<file path="src/inc/air_frame_keystream_xor_params.svh">
// Purpose: Field layout, keystream layout and reset values for the slot cipher
// Assumes: Bit positions count from the first bit of the slot field on the air
// Notes:   Definitions only; included by bare name
`ifndef AIR_FRAME_KEYSTREAM_XOR_PARAMS_SVH
`define AIR_FRAME_KEYSTREAM_XOR_PARAMS_SVH

// Slot field: A-field then B-field
`define FIELD_BITS      9'h184
`define A_BITS          9'h040
`define HDR_BITS        9'h008
`define TAIL_BITS       9'h028
`define CRC_A_BITS      9'h010
`define B_DATA_BITS     9'h140
`define B_CRC_BITS      9'h004

// Derived positions within the field
`define TAIL_FIRST      9'h008
`define TAIL_LAST       9'h02F
`define B_FIRST         9'h040
`define B_DATA_LAST     9'h17F
`define FIELD_LAST      9'h183

// Protected format: 64 data bits then a 16-bit check, four times
`define SUB_PERIOD      7'h50
`define SUB_DATA        7'h40
`define SUB_LAST        7'h4F

// Keystream segment: 360 bits, two per frame
`define SEG_BITS        9'h168
`define SEG_LAST        9'h167

// Reset values
`define POS_RST         9'h000
`define SUB_RST         7'h00
`define SEG_RST         9'h000

`endif

</file>
<file path="src/inc/air_frame_keystream_xor_pkg.sv">
// Purpose: Types shared by the slot cipher and its bench
// Assumes: Framing logic decodes the tail type from the A-field header
// Notes:   Constants live in air_frame_keystream_xor_params.svh
package air_frame_keystream_xor_pkg;

  // Tail types carried in the A-field
  typedef enum logic [2:0] {
    TAIL_P = 3'h0,
    TAIL_N = 3'h1,
    TAIL_Q = 3'h2,
    TAIL_M = 3'h3,
    TAIL_C = 3'h4
  } tail_t;

  // Field walker state
  typedef enum logic [0:0] {
    ST_IDLE  = 1'b0,
    ST_FIELD = 1'b1
  } walk_t;

endpackage : air_frame_keystream_xor_pkg

</file>
<file path="src/hdl/air_frame_keystream_xor.sv">
// Purpose: Bit-serial keystream XOR over one 388-bit slot field
// Assumes: Field bits arrive in air order; keystream bits in generator order
// Notes:   Redundancy checks are produced and checked outside this block
`timescale 1ns/1ps
`include "air_frame_keystream_xor_params.svh"

module air_frame_keystream_xor (
  // Clock and reset
  input  wire logic                                core_clk,
  input  wire logic                                rst_n,
  // Slot control from the framing logic
  input  wire logic                                slotStart,
  input  wire logic                                cipherOn,
  input  wire air_frame_keystream_xor_pkg::tail_t  tailType,
  input  wire logic                                protFmt,
  input  wire logic                                frameStart,
  // Field bits in
  input  wire logic                                inValid,
  input  wire logic                                inBit,
  output logic                                     inReady,
  // Keystream bits from the generator
  input  wire logic                                ksValid,
  input  wire logic                                ksBit,
  output logic                                     ksReady,
  // Field bits out
  output logic                                     outValid,
  output logic                                     outBit,
  input  wire logic                                outReady,
  // Status
  output logic                                     fieldBusy,
  output logic                                     segSecond
);

  // Walker state
  air_frame_keystream_xor_pkg::walk_t state_r;    // Idle or inside a field
  air_frame_keystream_xor_pkg::walk_t state_nxt;
  logic [8:0]  pos_r;                             // Bit position in field
  logic [8:0]  pos_nxt;
  logic [6:0]  sub_r;                             // Offset in protected subblock
  logic        encOn_r;                           // Cipher active for this field
  logic        ctlTail_r;                         // Tail is of control type
  logic        prot_r;                            // Protected B-field format
  logic        encOn_nxt;

  // Keystream holding stage
  logic        ksHeld_r;                          // One keystream bit waiting
  logic        ksHold_r;                          // The waiting keystream bit
  logic        ksHeld_nxt;
  logic [8:0]  segIdx_r;                          // Segment bit index consumed
  logic        segSecond_r;                       // Second segment of the pair

  // Two-entry output buffer: head drives the port, skid catches stalls
  logic        headV_r;
  logic        headB_r;
  logic        skidV_r;
  logic        skidB_r;
  logic        headV_nxt;
  logic        headB_nxt;
  logic        skidV_nxt;
  logic        skidB_nxt;

  // Registered handshakes
  logic        inReady_r;
  logic        ksReady_r;
  logic        fieldBusy_r;

  // Per-bit decisions
  logic        push;                              // Field bit accepted
  logic        pop;                               // Output bit taken
  logic        ksTake;                            // Keystream bit accepted
  logic        inTail;                            // Current bit is tail a8-a47
  logic        inBData;                           // Current bit is B data 0-319
  logic        need;                              // Current bit uses keystream
  logic        needNxt;                           // Next bit uses keystream
  logic        xorEn;                             // Current bit gets XOR
  logic        dataOut;                           // Bit after the cipher

  // Position classes; header, A check and B check never match here
  function automatic logic isTail(input logic [8:0] p);
    isTail = (p >= `TAIL_FIRST) && (p <= `TAIL_LAST);
  endfunction : isTail

  function automatic logic isBData(input logic [8:0] p);
    isBData = (p >= `B_FIRST) && (p <= `B_DATA_LAST);
  endfunction : isBData

  // Handshake events
  assign push   = inValid && inReady_r;
  assign pop    = headV_r && outReady;
  assign ksTake = ksValid && ksReady_r;

  // Classify the bit being accepted now
  assign inTail  = (state_r == air_frame_keystream_xor_pkg::ST_FIELD) && isTail(pos_r);
  assign inBData = (state_r == air_frame_keystream_xor_pkg::ST_FIELD) && isBData(pos_r);

  // Every tail and B data position eats one keystream bit, used or dropped,
  // so the B mapping always starts at segment bit 40
  assign need = encOn_r && (inTail || inBData);

  // XOR only control tails and B data outside subblock checks
  always_comb begin
    xorEn = 1'b0;
    if (encOn_r && inTail && ctlTail_r) begin
      xorEn = 1'b1;
    end else if (encOn_r && inBData && !prot_r) begin
      xorEn = 1'b1;
    end else if (encOn_r && inBData && prot_r && (sub_r < `SUB_DATA)) begin
      xorEn = 1'b1;
    end
  end

  // One XOR serves both directions; checks sit outside on the cipher side
  assign dataOut = inBit ^ (xorEn & ksHold_r);

  // Walker next state; slot attributes are caught on slotStart only
  always_comb begin
    state_nxt = state_r;
    pos_nxt   = pos_r;
    encOn_nxt = encOn_r;
    case (state_r)
      air_frame_keystream_xor_pkg::ST_IDLE: begin
        if (slotStart) begin
          state_nxt = air_frame_keystream_xor_pkg::ST_FIELD;
          pos_nxt   = `POS_RST;
          encOn_nxt = cipherOn;
        end
      end
      air_frame_keystream_xor_pkg::ST_FIELD: begin
        if (push && (pos_r == `FIELD_LAST)) begin
          state_nxt = air_frame_keystream_xor_pkg::ST_IDLE;
          pos_nxt   = `POS_RST;
        end else if (push) begin
          pos_nxt   = pos_r + 9'h001;
        end
      end
      default: begin
        state_nxt = air_frame_keystream_xor_pkg::ST_IDLE;
        pos_nxt   = `POS_RST;
      end
    endcase
  end

  // Keystream demand at the next position
  assign needNxt = encOn_nxt && (state_nxt == air_frame_keystream_xor_pkg::ST_FIELD)
                   && (isTail(pos_nxt) || isBData(pos_nxt));

  // Keystream holding stage: set by a take, cleared by use
  always_comb begin
    ksHeld_nxt = ksHeld_r;
    if (push && need) begin
      ksHeld_nxt = 1'b0;
    end
    if (ksTake) begin
      ksHeld_nxt = 1'b1;
    end
  end

  // Output buffer next state; a pop frees the head before a push refills
  always_comb begin
    headV_nxt = headV_r;
    headB_nxt = headB_r;
    skidV_nxt = skidV_r;
    skidB_nxt = skidB_r;
    if (pop) begin
      headV_nxt = skidV_r;
      headB_nxt = skidB_r;
      skidV_nxt = 1'b0;
    end
    if (push && !headV_nxt) begin
      headV_nxt = 1'b1;
      headB_nxt = dataOut;
    end else if (push) begin
      skidV_nxt = 1'b1;
      skidB_nxt = dataOut;
    end
  end

  // Walker registers
  always_ff @(posedge core_clk or negedge rst_n) begin
    if (!rst_n) begin
      state_r <= air_frame_keystream_xor_pkg::ST_IDLE;
      pos_r   <= `POS_RST;
      encOn_r <= 1'b0;
    end else begin
      state_r <= state_nxt;
      pos_r   <= pos_nxt;
      encOn_r <= encOn_nxt;
    end
  end

  // Slot attributes, decoded by the framing logic from the header
  always_ff @(posedge core_clk or negedge rst_n) begin
    if (!rst_n) begin
      ctlTail_r <= 1'b0;
      prot_r    <= 1'b0;
    end else if ((state_r == air_frame_keystream_xor_pkg::ST_IDLE) && slotStart) begin
      ctlTail_r <= (tailType == air_frame_keystream_xor_pkg::TAIL_C);
      prot_r    <= protFmt;
    end
  end

  // Subblock offset: 64 data bits then 16 check bits, restarting each 80
  always_ff @(posedge core_clk or negedge rst_n) begin
    if (!rst_n) begin
      sub_r <= `SUB_RST;
    end else if (state_r == air_frame_keystream_xor_pkg::ST_IDLE) begin
      sub_r <= `SUB_RST;
    end else if (push && inBData && (sub_r == `SUB_LAST)) begin
      sub_r <= `SUB_RST;
    end else if (push && inBData) begin
      sub_r <= sub_r + 7'h01;
    end
  end

  // Keystream bit store
  always_ff @(posedge core_clk or negedge rst_n) begin
    if (!rst_n) begin
      ksHeld_r <= 1'b0;
      ksHold_r <= 1'b0;
    end else begin
      ksHeld_r <= ksHeld_nxt;
      if (ksTake) begin
        ksHold_r <= ksBit;
      end
    end
  end

  // Segment index and pair half; the generator restarts each frame, so
  // frameStart returns to the first segment. Fields in a frame come in
  // time order, which is the order the two segments are produced
  always_ff @(posedge core_clk or negedge rst_n) begin
    if (!rst_n) begin
      segIdx_r    <= `SEG_RST;
      segSecond_r <= 1'b0;
    end else if (frameStart) begin
      segIdx_r    <= `SEG_RST;
      segSecond_r <= 1'b0;
    end else if (push && need && (segIdx_r == `SEG_LAST)) begin
      segIdx_r    <= `SEG_RST;
      segSecond_r <= !segSecond_r;
    end else if (push && need) begin
      segIdx_r    <= segIdx_r + 9'h001;
    end
  end

  // Output buffer registers
  always_ff @(posedge core_clk or negedge rst_n) begin
    if (!rst_n) begin
      headV_r <= 1'b0;
      headB_r <= 1'b0;
      skidV_r <= 1'b0;
      skidB_r <= 1'b0;
    end else begin
      headV_r <= headV_nxt;
      headB_r <= headB_nxt;
      skidV_r <= skidV_nxt;
      skidB_r <= skidB_nxt;
    end
  end

  // Registered readies: a field bit is taken only with room in the buffer
  // and, when it needs one, a keystream bit already held. Costs a cycle of
  // latency per keystream bit but keeps every port on a flop
  always_ff @(posedge core_clk or negedge rst_n) begin
    if (!rst_n) begin
      inReady_r   <= 1'b0;
      ksReady_r   <= 1'b0;
      fieldBusy_r <= 1'b0;
    end else begin
      inReady_r   <= (state_nxt == air_frame_keystream_xor_pkg::ST_FIELD) && !skidV_nxt
                     && (!needNxt || ksHeld_nxt);
      ksReady_r   <= needNxt && !ksHeld_nxt;
      fieldBusy_r <= (state_nxt == air_frame_keystream_xor_pkg::ST_FIELD);
    end
  end

  // Ports
  assign inReady   = inReady_r;
  assign ksReady   = ksReady_r;
  assign outValid  = headV_r;
  assign outBit    = headB_r;
  assign fieldBusy = fieldBusy_r;
  assign segSecond = segSecond_r;

endmodule : air_frame_keystream_xor

</file>
<file path="config.mk">
export PLATFORM = sky130hd
export DESIGN_NAME = air_frame_keystream_xor
export DESIGN_NICKNAME = d
export VERILOG_FILES = /design/src/inc/air_frame_keystream_xor_pkg.sv /design/src/hdl/air_frame_keystream_xor.sv
export VERILOG_INCLUDE_DIRS = /design/src /design/src/inc
export SDC_FILE = /design/constraint.sdc
export NUM_CORES = 1
export LEC_CHECK = 0
export BUFFER_PORTS_ARGS = -buffer_cell sky130_fd_sc_hd__buf_2
export CORE_MARGIN = 4
export CORE_UTILIZATION = 53
export DETAILED_ROUTE_END_ITERATION = 6
export GPL_TIMING_DRIVEN = 0
export PLACE_DENSITY = 0.83
export SKIP_LAST_GASP = 1
export SYNTH_ARGS = -nofsm -noshare
export SYNTH_HDL_FRONTEND = slang
export SYNTH_SLANG_ARGS = --single-unit
</file>
<file path="constraint.sdc">
create_clock -name core_clk -period 2 [get_ports core_clk]
set_input_delay 0.1 -clock core_clk [delete_from_list [all_inputs] [get_ports core_clk]]
set_output_delay 0.1 -clock core_clk [all_outputs]
set_load 0.01 [all_outputs]
</file>
# Word-level counts from Yosys, hierarchy flattened

Cells that the tools add are included.

Register bits: 38
Input bits: 14
Output and inout bits: 6
Word-level logic and storage cells: 107

$add $sub $neg: 3
Order comparisons: 9
Equality and inequality tests: 5
Multiplexer cells: 29
Bitwise gates (word level): 4
Reduce and logical (&&, ||, !) cells: 41

Operators with widths:

| kind                  | number |
|---|---|
| $mux W9               | 6 |
| $logic_and A1 B1 Y1   | 28 |
| $mux W7               | 3 |
| $add A9 B1 Y9 const B | 2 |
| $eq A9 B9 Y1 const B  | 2 |
| $ge A9 B4 Y1 const B  | 2 |
| $ge A9 B7 Y1 const B  | 2 |
| $le A9 B6 Y1 const B  | 2 |
| $le A9 B9 Y1 const B  | 2 |
| $mux W1               | 18 |
| $pmux W9 S2           | 1 |
| $add A7 B1 Y7 const B | 1 |
| $eq A7 B7 Y1 const B  | 1 |
| $lt A7 B7 Y1 const B  | 1 |
| $logic_not A1 Y1      | 6 |
| $reduce_bool A2 Y1    | 2 |
| $eq A3 B3 Y1 const B  | 1 |
| $logic_or A1 B1 Y1    | 3 |
| $ne A3 B1 Y1 const B  | 1 |
| $reduce_bool A3 Y1    | 1 |
| $not A1 Y1            | 2 |
| $pmux W1 S2           | 1 |
| $reduce_and A2 Y1     | 1 |
| $and A1 B1 Y1         | 1 |
| $xor A1 B1 Y1         | 1 |

# Longest topological paths before layout

Gate-level depths: netlist of run 1.

Depth after elaboration: 12
Gate-level depth with buffers: 9
Depth with buffers taken out: 7

# Least setup slack after synthesis of run 1

No wires, ideal clock.

Kind: register -> register
Start point: reg pos_r[0]
End point: reg segIdx_r[7]
Setup time: 0.123 ns
Arrival time: 1.823 ns
Required time: 1.877 ns
Slack: 0.054 ns
Cell stages (with the launch flop): 9
Buffers on the path: 1
Clock period less this slack: 1.946 ns
Cell sequence: dfrtp_1 -> ha_1 -> and3b_1 -> nand4_1 -> a211o_1 -> a21oi_2 -> buf_6 -> nand4b_1 -> nand2_1

Word-level cells in the longest chain between the ends: 9
Elaborated cells on any way between the ends: 15
Classes of those cells: 4 x order compare; 2 x mux; 9 x reduce/logical

Ends and longest elaborated chain:

| element                                        | RTL line                                                       | source |
|---|---|---|
| from (decl)                                    | air_frame_keystream_xor.sv:37                                  | `logic [8:0] pos_r;` |
| from (signal assigned)                         | air_frame_keystream_xor.sv:182                                 | `` pos_r <= `POS_RST; `` |
| from (signal assigned)                         | air_frame_keystream_xor.sv:186                                 | `pos_r <= pos_nxt;` |
| $ge A9 B4 Y1 (no line) (tied with other cells) | n/a                                                            |  |
| $logic_and A1 B1 Y1 (on tied branches)         | air_frame_keystream_xor.sv:80, air_frame_keystream_xor.sv:84   |  |
| $logic_and A1 B1 Y1 (on tied branches)         | air_frame_keystream_xor.sv:93, air_frame_keystream_xor.sv:94   |  |
| $logic_or A1 B1 Y1 *                           | air_frame_keystream_xor.sv:98                                  | `assign need = encOn_r && (inTail \|\| inBData);` |
| $logic_and A1 B1 Y1 *                          | air_frame_keystream_xor.sv:98                                  |  |
| $logic_and A1 B1 Y1 *                          | air_frame_keystream_xor.sv:238, air_frame_keystream_xor.sv:241 |  |
| $logic_and A1 B1 Y1                            | air_frame_keystream_xor.sv:238                                 | `` end else if (push && need && (segIdx_r == `SEG_LAST)) begin `` |
| $mux W9                                        | air_frame_keystream_xor.sv:238                                 |  |
| $mux W9                                        | air_frame_keystream_xor.sv:235                                 | `end else if (frameStart) begin` |
| to (signal assigned)                           | air_frame_keystream_xor.sv:236                                 | `` segIdx_r <= `SEG_RST; `` |
| to (signal assigned)                           | air_frame_keystream_xor.sv:239                                 | `` segIdx_r <= `SEG_RST; `` |
| to (signal assigned)                           | air_frame_keystream_xor.sv:242                                 | `segIdx_r <= segIdx_r + 9'h001;` |
| to (decl)                                      | air_frame_keystream_xor.sv:49                                  | `logic [8:0] segIdx_r;` |

Every way passes the cells marked *; elsewhere a longest branch is shown, timed or not.
A chain may end at the register's enable or synchronous reset.

# Final worst setup path of run 1

Start point: reg pos_r[1]
End point: reg segIdx_r[3]

The elaborated chain is that of the path after synthesis.

==> impl_results.md, run 1 <==
* Final critical-path required period at 2.06 ns
* Remaining design rule violation count at 0
* Vias in the first global route at 1975
* Worst setup timing slack at the placement stage at -0.222 ns
* Number of top-level design ports at 20
* Top-area cell type share of the netlist area at 43.7%
* Post-route total power at 2380 uW
* Half-perimeter wire length after placement at 3.63 mm
* Synth Warn # at 0
* Number of enable flip-flop cells after synthesis at 0
* Final cell count without fillers at 328
* Layout cell share with drive strength beyond 1 at 23.7%
* Slack of the critical path at -0.0597 ns
* RSZ-0062 raised after global routing: true
* Type of the setup path with the least slack: register to register
* Violated checks: negative setup slack
* Number of buffer cells added on primary ports at 19
* Cell at the root of the clock tree: clkbuf_8
* Post-layout util at 64.2%
* Routed wirelength normalized by instance count at 16.2 um
* Leakage at 0.00117 uW
* Multi-input gate area at 1200 um2
* Met1 track demand over resource at 28.0%
* Count of vias placed by the detailed router at 2020
* Die span in x at 72.1 um
* Final cycle utilization of the critical path at 103%
* Netlist area before placement at 2180 um2
* Yosys reg bits at 38
* Clock tree from TritonCTS: built
* Max_cap viols at 0
* Crit path capture type: register
* Number of nets in the layout at 295
* Critical Path RT at 2.22 ns
* Layer carrying the most global-route usage: met2
* Type of the tightest min-delay check: input pin to register
* Number of placed cells counting well taps at 311
* Predominant post-synthesis flop cell: dfrtp_1
* Initial antenna violation count at 0
* Area overhead of the layout relative to synthesis at 17.9%
* Longest Clk Path Bufs at 2
* Count leader, synth: dfrtp_1
* Worst-path fanout max at 5
* Synth top cells by count: dfrtp_1 (38), nand2_1 (23), o21ai_0 (22)
* GRT Total Usage at 22.1%
* Filler cell count in the final layout at 341
* Met3 demand-to-capacity share in global routing at 4.99%
* Number of optimization iterations in the first detailed-route pass at 4
* Via density at 6.16
* Net count after synthesis at 260
* Category of the worst setup path launch point: register
* Synthesized area per cell at 9.00 um2
* Clock buffer count from CTS at 5
* Number of unique standard cell types used by synthesis at 52
* Max-Slew Margin vs Limit at 43.1%
* Storage element area at 953 um2
* Pin count of the biggest net entering global routing at 39
* Peak VDD IR at 0.000491 V
* Initial cell density of the core at 54.4%
* Final wirelength at 5.32 mm
* Cell Rows at 23
* Congestion Overflow GR at 0
* Clock-pin slew reported for the worst setup and hold paths after clock tree synthesis at 0.08 ns
* Hold violation total from the final report at 0
* Height of the chip at 72.1 um
* Wire length of the first global-routing pass at 9.12 mm
* Worst hold slack at 0.0471 ns
* Global routing met2 resource utilization at 37.1%
* Count of mapped cells out of synthesis at 242
* Dominant cells by area after synthesis: dfrtp_1 (44%), o21ai_0 (5.1%), nand2_1 (4.0%), nor2_1 (3.3%), nand3_1 (3.0%)
* Biggest area consumer among synthesized cells: dfrtp_1
* Clock sink count at 38
* Area of the placeable core at 4000 um2
* Remaining antenna violation count after routing at 0
* Synth async-reset ratio at 100%
* Number of antenna diodes at 0
* Final setup skew at 0.00675 ns
* Placer congestion estimate at 0.902
* Power density over cell area at 929 nW/um2
* Total number of H-tree levels at 2
* Critical path data arrival time at 2.28 ns
* Pin slew with the least headroom to its limit at 0.854 ns
* Iter 0 DRT Violations at 152
* Result of the run: complete, but fails checks
* Slew Viols, Final at 0
* FMAX at 486 MHz
* Die ar. at 5200 um2
* Post-synthesis sequential area ratio at 43.7%
* Clock latency at the later pin of the worst-skew pair at 0.29 ns
* Setup violations, final at 2
cell families after synthesis:
family / after synthesis / share of synthesized area [%]
XOR/XNOR: 3 / 1.21
adder cells (fa/ha/maj): 4 / 2.30
AND/OR/NAND/NOR: 102 / 25.6
flip-flops: 38 / 43.7
multiplexers: 3 / 1.55
buffers and inverters: 19 / 4.20
AO/OA/AOI/OAI: 73 / 21.5
per-stage QoR:
step | instance area [um2] | TNS [ns]
global route | 2570 | -1.32
finish | 2570 | -0.0730
detailed placement | 2330 | -2.07
global placement | 2330 | -1.50
CTS | 2520 | -0.0391
floorplan | 2180 | 0
per-layer routing:
layer / vias to the layer above / wire length, um
li1: 966 / -
met1: 980 / 2250
met2: 66 / 2730
met3: 8 / 248
met4: 0 / 83
met5: - / 0
what timing repair did:
action | CTS | global route
pin swaps | 6 | 2
endpoints found under the setup margin | 17 | 19
setup buffers | 5 | 2
hold buffers | 1 | 0
cloned | 1 | 0
gates resized for setup | 10 | 13
endpoints found under the hold margin | 38 | 0
placed cells by master (no fill, tap or decap), types with 4 or more instances in the layout:
| cell | n |
|---|---|
| o31ai_1 | 4 |
| nand2_1 | 23 |
| o21ai_0 | 18 |
| nor2_1 | 19 |
| inv_1 | 11 |
| and3_1 | 8 |
| clkbuf_8 | 6 |
| buf_4 | 8 |
| nand3_1 | 13 |
| a21oi_1 | 10 |
| dfrtp_1 | 36 |
| o21ai_1 | 5 |
| buf_2 | 22 |
| nor2b_1 | 4 |
| a31oi_1 | 9 |
| and4_1 | 4 |
| nor3_1 | 4 |
flip-flops by register name, indices dropped and copies added, names as in the netlist:
name	cells
pos_r	9
segIdx_r	9
sub_r	7
ctlTail_r	1
encOn_r	1
fieldBusy	1
inReady	1
ksHeld_r	1
ksHold_r	1
ksReady	1
outBit	1
outValid	1
prot_r	1
segSecond	1
skidB_r	1
skidV_r	1
worst max-delay path, stage by stage (launching register included):
cell	delay (ns)
dfrtp_1	0.39
buf_4	0.14
buf_4	0.14
and3b_2	0.22
a31oi_2	0.29
a211o_1	0.22
a21oi_4	0.09
or4_1	0.43
o21ai_2	0.08
power by group:
part | leakage (uW) | switching, uW | total, uW | internal [uW]
sequential | 0.000490 | 121 | 1030 | 912
combinational | 0.000628 | 435 | 803 | 368
clock | 0.0000472 | 270 | 547 | 277
total | 0.00117 | 826 | 2380 | 1560
worst paths after layout:
kind | cells past startpoint | from | to | slack, ns
max | 8 | pos_r[1]$_DFF_PN0_ | segIdx_r[3]$_DFFE_PN0P_ | -0.06
min | 2 | protFmt | prot_r$_DFFE_PN0P_ | 0.05
max reg2reg | 8 | pos_r[1]$_DFF_PN0_ | segIdx_r[3]$_DFFE_PN0P_ | -0.06
min reg2reg | 2 | ksHeld_r$_DFF_PN0_ | ksHeld_r$_DFF_PN0_ | 0.49
max in group asynchronous | 2 | rst_n | pos_r[5]$_DFF_PN0_ | 0.95
min in group asynchronous | 2 | rst_n | pos_r[6]$_DFF_PN0_ | 0.45
cell type report:
cell class                 instances  share of cell area, %
clock buffer                       6                   3.22
inverter                          11                   1.61
tap                               50                   2.44
timing repair buffer              28                   6.44
multi-input combinational        185                   46.7
buffer                             8                   2.00
clock inverter                     2                  0.488
sequential                        38                   37.2
Note: power is estimated with default switching activity, not from simulation.
==> run 2, diff against run 1 <==
--- a/config.mk
+++ b/config.mk
@@ -7,11 +7,11 @@
 export NUM_CORES = 1
 export LEC_CHECK = 0
 export BUFFER_PORTS_ARGS = -buffer_cell sky130_fd_sc_hd__buf_2
-export CORE_MARGIN = 4
 export CORE_UTILIZATION = 53
 export DETAILED_ROUTE_END_ITERATION = 6
 export GPL_TIMING_DRIVEN = 0
 export PLACE_DENSITY = 0.83
+export REMOVE_ABC_BUFFERS = 1
 export SKIP_LAST_GASP = 1
 export SYNTH_ARGS = -nofsm -noshare
 export SYNTH_HDL_FRONTEND = slang
==> impl_results.md, run 2 (synthesis results as in run 1) <==
* Hold violation total from the final report at 0 (unchanged)
* Initial cell density of the core at 57.3% (+2.9 points)
* Longest Clk Path Bufs at 2 (unchanged)
* Remaining design rule violation count at 0 (unchanged)
* Congestion Overflow GR at 0 (unchanged)
* Initial antenna violation count at 0 (unchanged)
* Vias in the first global route at 1923 (-2.6%)
* Pin count of the biggest net entering global routing at 39 (unchanged)
* Registers with the most flip-flops: pos_r (9), segIdx_r (9), sub_r (7)
* Pin slew with the least headroom to its limit at 0.832 ns (-0.0220 ns)
* Setup violations, final at 9 (+7)
* Max-Slew Margin vs Limit at 44.5% (+1.5 points)
* Critical path data arrival time at 2.30 ns (+0.02 ns)
* Number of top-level design ports at 20 (unchanged)
* Slack of the critical path at -0.0698 ns (-0.0101 ns)
* Number of antenna diodes at 0 (unchanged)
* Clock buffer count from CTS at 5 (unchanged)
* Die span in x at 66.1 um (-8.3%)
* Height of the chip at 66.1 um (-8.3%)
* Count of vias placed by the detailed router at 2044 (+1.2%)
* Slew Viols, Final at 0 (unchanged)
* Clock latency at the later pin of the worst-skew pair at 0.30 ns (about the same)
* Number of nets in the layout at 293 (-0.68%)
* Half-perimeter wire length after placement at 3.36 mm (-7.6%)
* FMAX at 483 MHz (-0.49%)
* Setup TNS at -0.324 ns (-0.251 ns)
* Layout cell share with drive strength beyond 1 at 25.0% (+1.3 points)
* Final cycle utilization of the critical path at 103% (+0.50 points)
* Final wirelength at 5.29 mm (-0.45%)
* Placer congestion estimate at 0.857 (-5.0%)
* Cell Rows at 22 (-4.3%)
* Worst setup timing slack at the placement stage at -0.416 ns (-0.193 ns)
* Type of the setup path with the least slack: register to register
* Critical Path RT at 2.23 ns (about the same)
* GRT Total Usage at 26.3% (+4.2 points)
* Type of the tightest min-delay check: input pin to register
* Iter 0 DRT Violations at 217 (+43%)
* Post-route total power at 2400 uW (+0.71%)
* Worst-path fanout max at 6 (+1)
* Total number of H-tree levels at 2 (unchanged)
* Cell at the root of the clock tree: clkbuf_8
* Result of the run: complete, but fails checks
* Most common cell after layout, fill and taps aside: dfrtp_1
* Category of the worst setup path launch point: register
* Final setup skew at 0.00705 ns (+0.000303 ns)
* Violated checks: negative setup slack
* Via density at 6.31 (+2.4%)
* Final critical-path required period at 2.07 ns (+0.0101 ns)
* Maximum cell stage delay along the critical path at 0.44 ns (about the same)
* Clock sink count at 38 (unchanged)
* Number of optimization iterations in the first detailed-route pass at 4 (unchanged)
* Remaining antenna violation count after routing at 0 (unchanged)
* Routed wirelength normalized by instance count at 16.3 um (+0.78%)
* Cell with the largest stage delay on the worst path: or4_1
* Max_cap viols at 0 (unchanged)
* Power density over cell area at 933 nW/um2 (+0.47%)
* Wire length of the first global-routing pass at 8.55 mm (-6.3%)
* Crit path capture type: register
* Crit-path cells: buf_4 -> and3b_2 -> a31oi_1 -> a211o_1 -> a21oi_4 -> or4_1 -> o21ai_2
* Area of the placeable core at 3800 um2 (-5.0%)
* Clock tree from TritonCTS: built
* Number of buffer cells added on primary ports at 19 (unchanged)
* Clock-pin slew reported for the worst setup and hold paths after clock tree synthesis at 0.08 ns (about the same)
* Peak VDD IR at 0.000572 V (+17%)
* Die ar. at 4370 um2 (-16%)
* Commonest non-fill, non-tap cells in the layout: dfrtp_1 (32), nand2_1 (23), buf_2 (20)
* RSZ-0062 raised after global routing: true
* Leakage at 0.00116 uW (-0.13%)
* Area overhead of the layout relative to synthesis at 18.2%
-- run 2: cell count changes in the layout (fill, tap and decap cells not counted), sizes merged --
cell    previous run  this run
clkbuf             8         6
-- run 2: through the flow --
step           cells  area (um2)  util, %  hold WS, ns
2_1_floorplan    234        2130        -       -0.196
3_3_place_gp     301        2280     60.1        0.248
3_5_place_dp     301        2280     60.1        0.255
4_1_cts          321        2520     66.4       0.0341
5_1_grt          324        2570     67.7       0.0253
6_report         324        2570     67.7       0.0299
-- run 2: path summary, 6_finish.rpt --
path	start	to	slack, ns	depth (start not counted)
max	pos_r[0]$_DFF_PN0_	segIdx_r[3]$_DFFE_PN0P_	-0.07	7
min	protFmt	prot_r$_DFFE_PN0P_	0.03	2
max reg2reg	pos_r[0]$_DFF_PN0_	segIdx_r[3]$_DFFE_PN0P_	-0.07	7
min reg2reg	segIdx_r[0]$_DFFE_PN0P_	segIdx_r[0]$_DFFE_PN0P_	0.52	1
max in group asynchronous	rst_n	pos_r[0]$_DFF_PN0_	0.98	2
min in group asynchronous	rst_n	sub_r[0]$_DFFE_PN0P_	0.43	2
-- run 2: critical path, delay by kind of cell (launching register included) --
family / cells / cell delay, ns
flops: 1 / 0.43
compound gates: 4 / 0.74
buf+inv: 1 / 0.16
simple gates: 2 / 0.68
-- run 2: layout make-up --
type                            instances  area, um2
Tap cell                               48       60.1
Inverter                               11       41.3
Fill cell                             299       1230
Timing Repair Buffer                   34        215
Clock buffer                            6       82.6
Multi-Input combinational cell        185       1200
Sequential cell                        38        958
Clock inverter                          2       12.5
-- run 2: timing repair --
| item | 4_1_cts | 5_1_grt |
|---|---|---|
| endpoints found under the setup margin | 16 | 18 |
| pin swaps | 4 | 7 |
| buffers inserted | 11 | 3 |
| gates resized for setup | 13 | 12 |
| hold endpoints to repair | 38 | 0 |
| hold buffers | 1 | 0 |
-- run 2: metal layers --
| layer | share of wire, % | routed length, um | track usage (%) |
|---|---|---|---|
| met2 | 50 | 2670 | 43.8 |
| met3 | 4.8 | 252 | 5.69 |
| met4 | 1.9 | 103 | 12.5 |
| met5 | 0 | 0 | 0 |
| met1 | 43 | 2270 | 32.3 |
-- run 2: power breakdown --
| part | switching (uW) | internal, uW |
|---|---|---|
| logic | 408 | 351 |
| registers | 159 | 918 |
| clock network | 287 | 277 |
| total | 854 | 1550 |
==> run 3, diff against run 2 <==
--- a/config.mk
+++ b/config.mk
@@ -7,10 +7,11 @@
 export NUM_CORES = 1
 export LEC_CHECK = 0
 export BUFFER_PORTS_ARGS = -buffer_cell sky130_fd_sc_hd__buf_2
-export CORE_UTILIZATION = 53
+export CORE_UTILIZATION = 55
+export CTS_BUF_LIST = sky130_fd_sc_hd__clkbuf_2
 export DETAILED_ROUTE_END_ITERATION = 6
 export GPL_TIMING_DRIVEN = 0
-export PLACE_DENSITY = 0.83
+export PLACE_DENSITY = 0.86
 export REMOVE_ABC_BUFFERS = 1
 export SKIP_LAST_GASP = 1
 export SYNTH_ARGS = -nofsm -noshare
==> impl_results.md, run 3 (synthesis results as in run 1) <==
* Most common cell after layout, fill and taps aside: dfrtp_1
* Worst r2r src: pos_r[1]$_DFF_PN0_
* Number of antenna diodes at 0 (unchanged)
* Final cycle utilization of the critical path at 111% (+7.4 points)
* Vias in the first global route at 1925 (+0.10%)
* Congestion Overflow GR at 0 (unchanged)
* Leakage at 0.00118 uW (+1.3%)
* Power density over cell area at 818 nW/um2 (-12%)
* Total number of H-tree levels at 2 (unchanged)
* Hold violation total from the final report at 0 (unchanged)
* Final wirelength at 5.75 mm (+8.6%)
* Clock-pin slew reported for the worst setup and hold paths after clock tree synthesis at 0.19 ns (+0.11 ns)
* Cell Rows at 22 (unchanged)
* Worst-path fanout max at 7 (+1)
* Category of the worst setup path launch point: register
* Clock sink count at 38 (unchanged)
* Hold depth at 3 (+1)
* Registers with the most flip-flops: pos_r (9), segIdx_r (9), sub_r (7)
* Depth of the worst register-to-register path at 7 (unchanged)
* Critical path data arrival time at 2.50 ns (+0.20 ns)
* Routed wirelength normalized by instance count at 17.5 um (+6.9%)
* Type of the setup path with the least slack: register to register
* Clock buffer count from CTS at 5 (unchanged)
* Critical Path RT at 2.29 ns (+0.06 ns)
* Area overhead of the layout relative to synthesis at 21.0%
* Crit path capture type: register
* Via density at 6.26 (-0.75%)
* Layout cell share with drive strength beyond 1 at 24.9% (-0.089 points)
* GRT Total Usage at 27.7% (+1.4 points)
* Die ar. at 4210 um2 (-3.5%)
* Final non-filler cell area at 2630 um2 (+2.4%)
* Half-perimeter wire length after placement at 3.35 mm (-0.17%)
* RSZ-0062 raised after global routing: true
* Start point of the worst hold path: inBit
* Result of the run: complete, but fails checks
* Hold Path End: skidB_r$_DFFE_PN0P_
* Clock latency at the later pin of the worst-skew pair at 0.42 ns (+0.12 ns)
* Iter 0 DRT Violations at 256 (+18%)
* Pin count of the biggest net entering global routing at 39 (unchanged)
* Placer congestion estimate at 0.868 (+1.3%)
* Post-layout util at 70.9% (+3.2 points)
* Cell at the root of the clock tree: clkbuf_2
* Longest Clk Path Bufs at 2 (unchanged)
* Final setup skew at 0.0343 ns (+0.0273 ns)
* Crit-path cells: ha_4 -> and3b_2 -> nand4_1 -> a211o_1 -> a21oi_4 -> nand2b_4 -> o31ai_2
* Cell with the largest stage delay on the worst path: dfrtp_2
* Violated checks: negative setup slack
* Final critical-path required period at 2.22 ns (+0.147 ns)
* Max_cap viols at 0 (unchanged)
* Pin slew with the least headroom to its limit at 0.840 ns (+0.00843 ns)
* Wire length of the first global-routing pass at 8.89 mm (+4.0%)
* Initial cell density of the core at 58.6% (+1.3 points)
* Cell area reported after detailed placement at 2280 um2 (unchanged)
* Slew Viols, Final at 0 (unchanged)
* FMAX at 451 MHz (-6.6%)
* Reg-to-reg endpoint: segIdx_r[8]$_DFFE_PN0P_
* Number of top-level design ports at 20 (unchanged)
* Slack of the worst reg-to-reg path at -0.22 ns (-0.15 ns)
* Count of vias placed by the detailed router at 2060 (+0.78%)
* Remaining antenna violation count after routing at 0 (unchanged)
* Peak VDD IR at 0.000398 V (-30%)
* Area of the placeable core at 3720 um2 (-2.2%)
* Filler cell count in the final layout at 282 (-5.7%)
* Clock tree from TritonCTS: built
* Type of the tightest min-delay check: input pin to register
* Number of optimization iterations in the first detailed-route pass at 5 (+1)
* Number of buffer cells added on primary ports at 19 (unchanged)
* Number of nets in the layout at 299 (+2.0%)
* Commonest non-fill, non-tap cells in the layout: dfrtp_1 (34), nand2_1 (23), buf_2 (20)
* Maximum cell stage delay along the critical path at 0.47 ns (+0.03 ns)
* Initial antenna violation count at 0 (unchanged)
* Max-Slew Margin vs Limit at 44.0% (-0.56 points)
* Height of the chip at 64.9 um (-1.8%)
* Slack of the critical path at -0.217 ns (-0.147 ns)
* Die span in x at 64.9 um (-1.8%)
* Remaining design rule violation count at 0 (unchanged)
* Setup violations, final at 14 (+5)
==> run 3: through the flow <==
stage / TNS, ns / total power (uW) / hold slack, ns / setup slack [ns] / std cells
5_1_grt: -3.18 / 2280 / 0.0373 / -0.274 / 329
6_report: -2.29 / 2150 / 0.0126 / -0.217 / 329
4_1_cts: -0.268 / 2040 / 0.00676 / -0.0708 / 324
2_1_floorplan: -0.228 / 1450 / -0.196 / -0.0604 / 234
3_3_place_gp: -2.79 / 1610 / 0.251 / -0.373 / 301
3_5_place_dp: -3.22 / 1650 / 0.254 / -0.403 / 301
==> run 3: power by group <==
group	internal, uW	total [uW]	switching (uW)	leakage [uW]
Sequential	913	1090	173	0.000489
Combinational	333	730	397	0.000662
Clock	75.5	338	262	0.0000286
Total	1320	2150	832	0.00118
==> run 3: area by class of cell <==
type / count / area [um2] / share of cell area [%]
inverters: 11 / 41.3 / 1.57
flip-flops and latches: 38 / 956 / 36.3
clock buffers: 5 / 25.0 / 0.950
clock inverters: 2 / 10.0 / 0.380
multi-input cells: 185 / 1260 / 47.7
well taps: 48 / 60.1 / 2.28
repair buffers: 40 / 284 / 10.8
==> run 3: how the worst max path moves through the flow <==
| stage | from | to | slack, ns | cells after the start |
|---|---|---|---|---|
| floorplan | pos_r[0]$_DFF_PN0_ | segIdx_r[4]$_DFFE_PN0P_ | -0.06 | 7 |
| global placement | pos_r[0]$_DFF_PN0_ | segIdx_r[4]$_DFFE_PN0P_ | -0.37 | 7 |
| detailed placement | pos_r[0]$_DFF_PN0_ | segIdx_r[4]$_DFFE_PN0P_ | -0.40 | 7 |
| CTS | pos_r[1]$_DFF_PN0_ | ksReady$_DFF_PN0_ | -0.07 | 8 |
| global route | pos_r[1]$_DFF_PN0_ | segIdx_r[8]$_DFFE_PN0P_ | -0.27 | 7 |
| finish | pos_r[1]$_DFF_PN0_ | segIdx_r[8]$_DFFE_PN0P_ | -0.22 | 7 |
==> run 3: worst max-delay path, delay by kind of cell, from the launching register on <==
family / cells / cell delay, ns
AND/OR/NAND/NOR: 3 / 0.68
AO/OA/AOI/OAI: 3 / 0.78
flip-flops: 1 / 0.47
adder cells (fa/ha/maj): 1 / 0.18
==> run 3: per-layer routing <==
metal  wire length (um)  GRT usage (%)  up-vias  share of wire (%)
met5                  0              0        -                  0
met1               2450           36.0      993                 43
met3                306           6.16       19                5.3
li1                   -              -      971                  -
met4                138           8.06        0                2.4
met2               2850           46.1       77                 50
==> run 3: what timing repair did <==
| item | in CTS | in global routing |
|---|---|---|
| hold buffers | 9 | 0 |
| hold endpoints to repair | 46 | 0 |
| pin swaps | 5 | 9 |
| setup buffers | 7 | 5 |
| setup endpoints to repair | 15 | 20 |
| resized for setup | 12 | 20 |
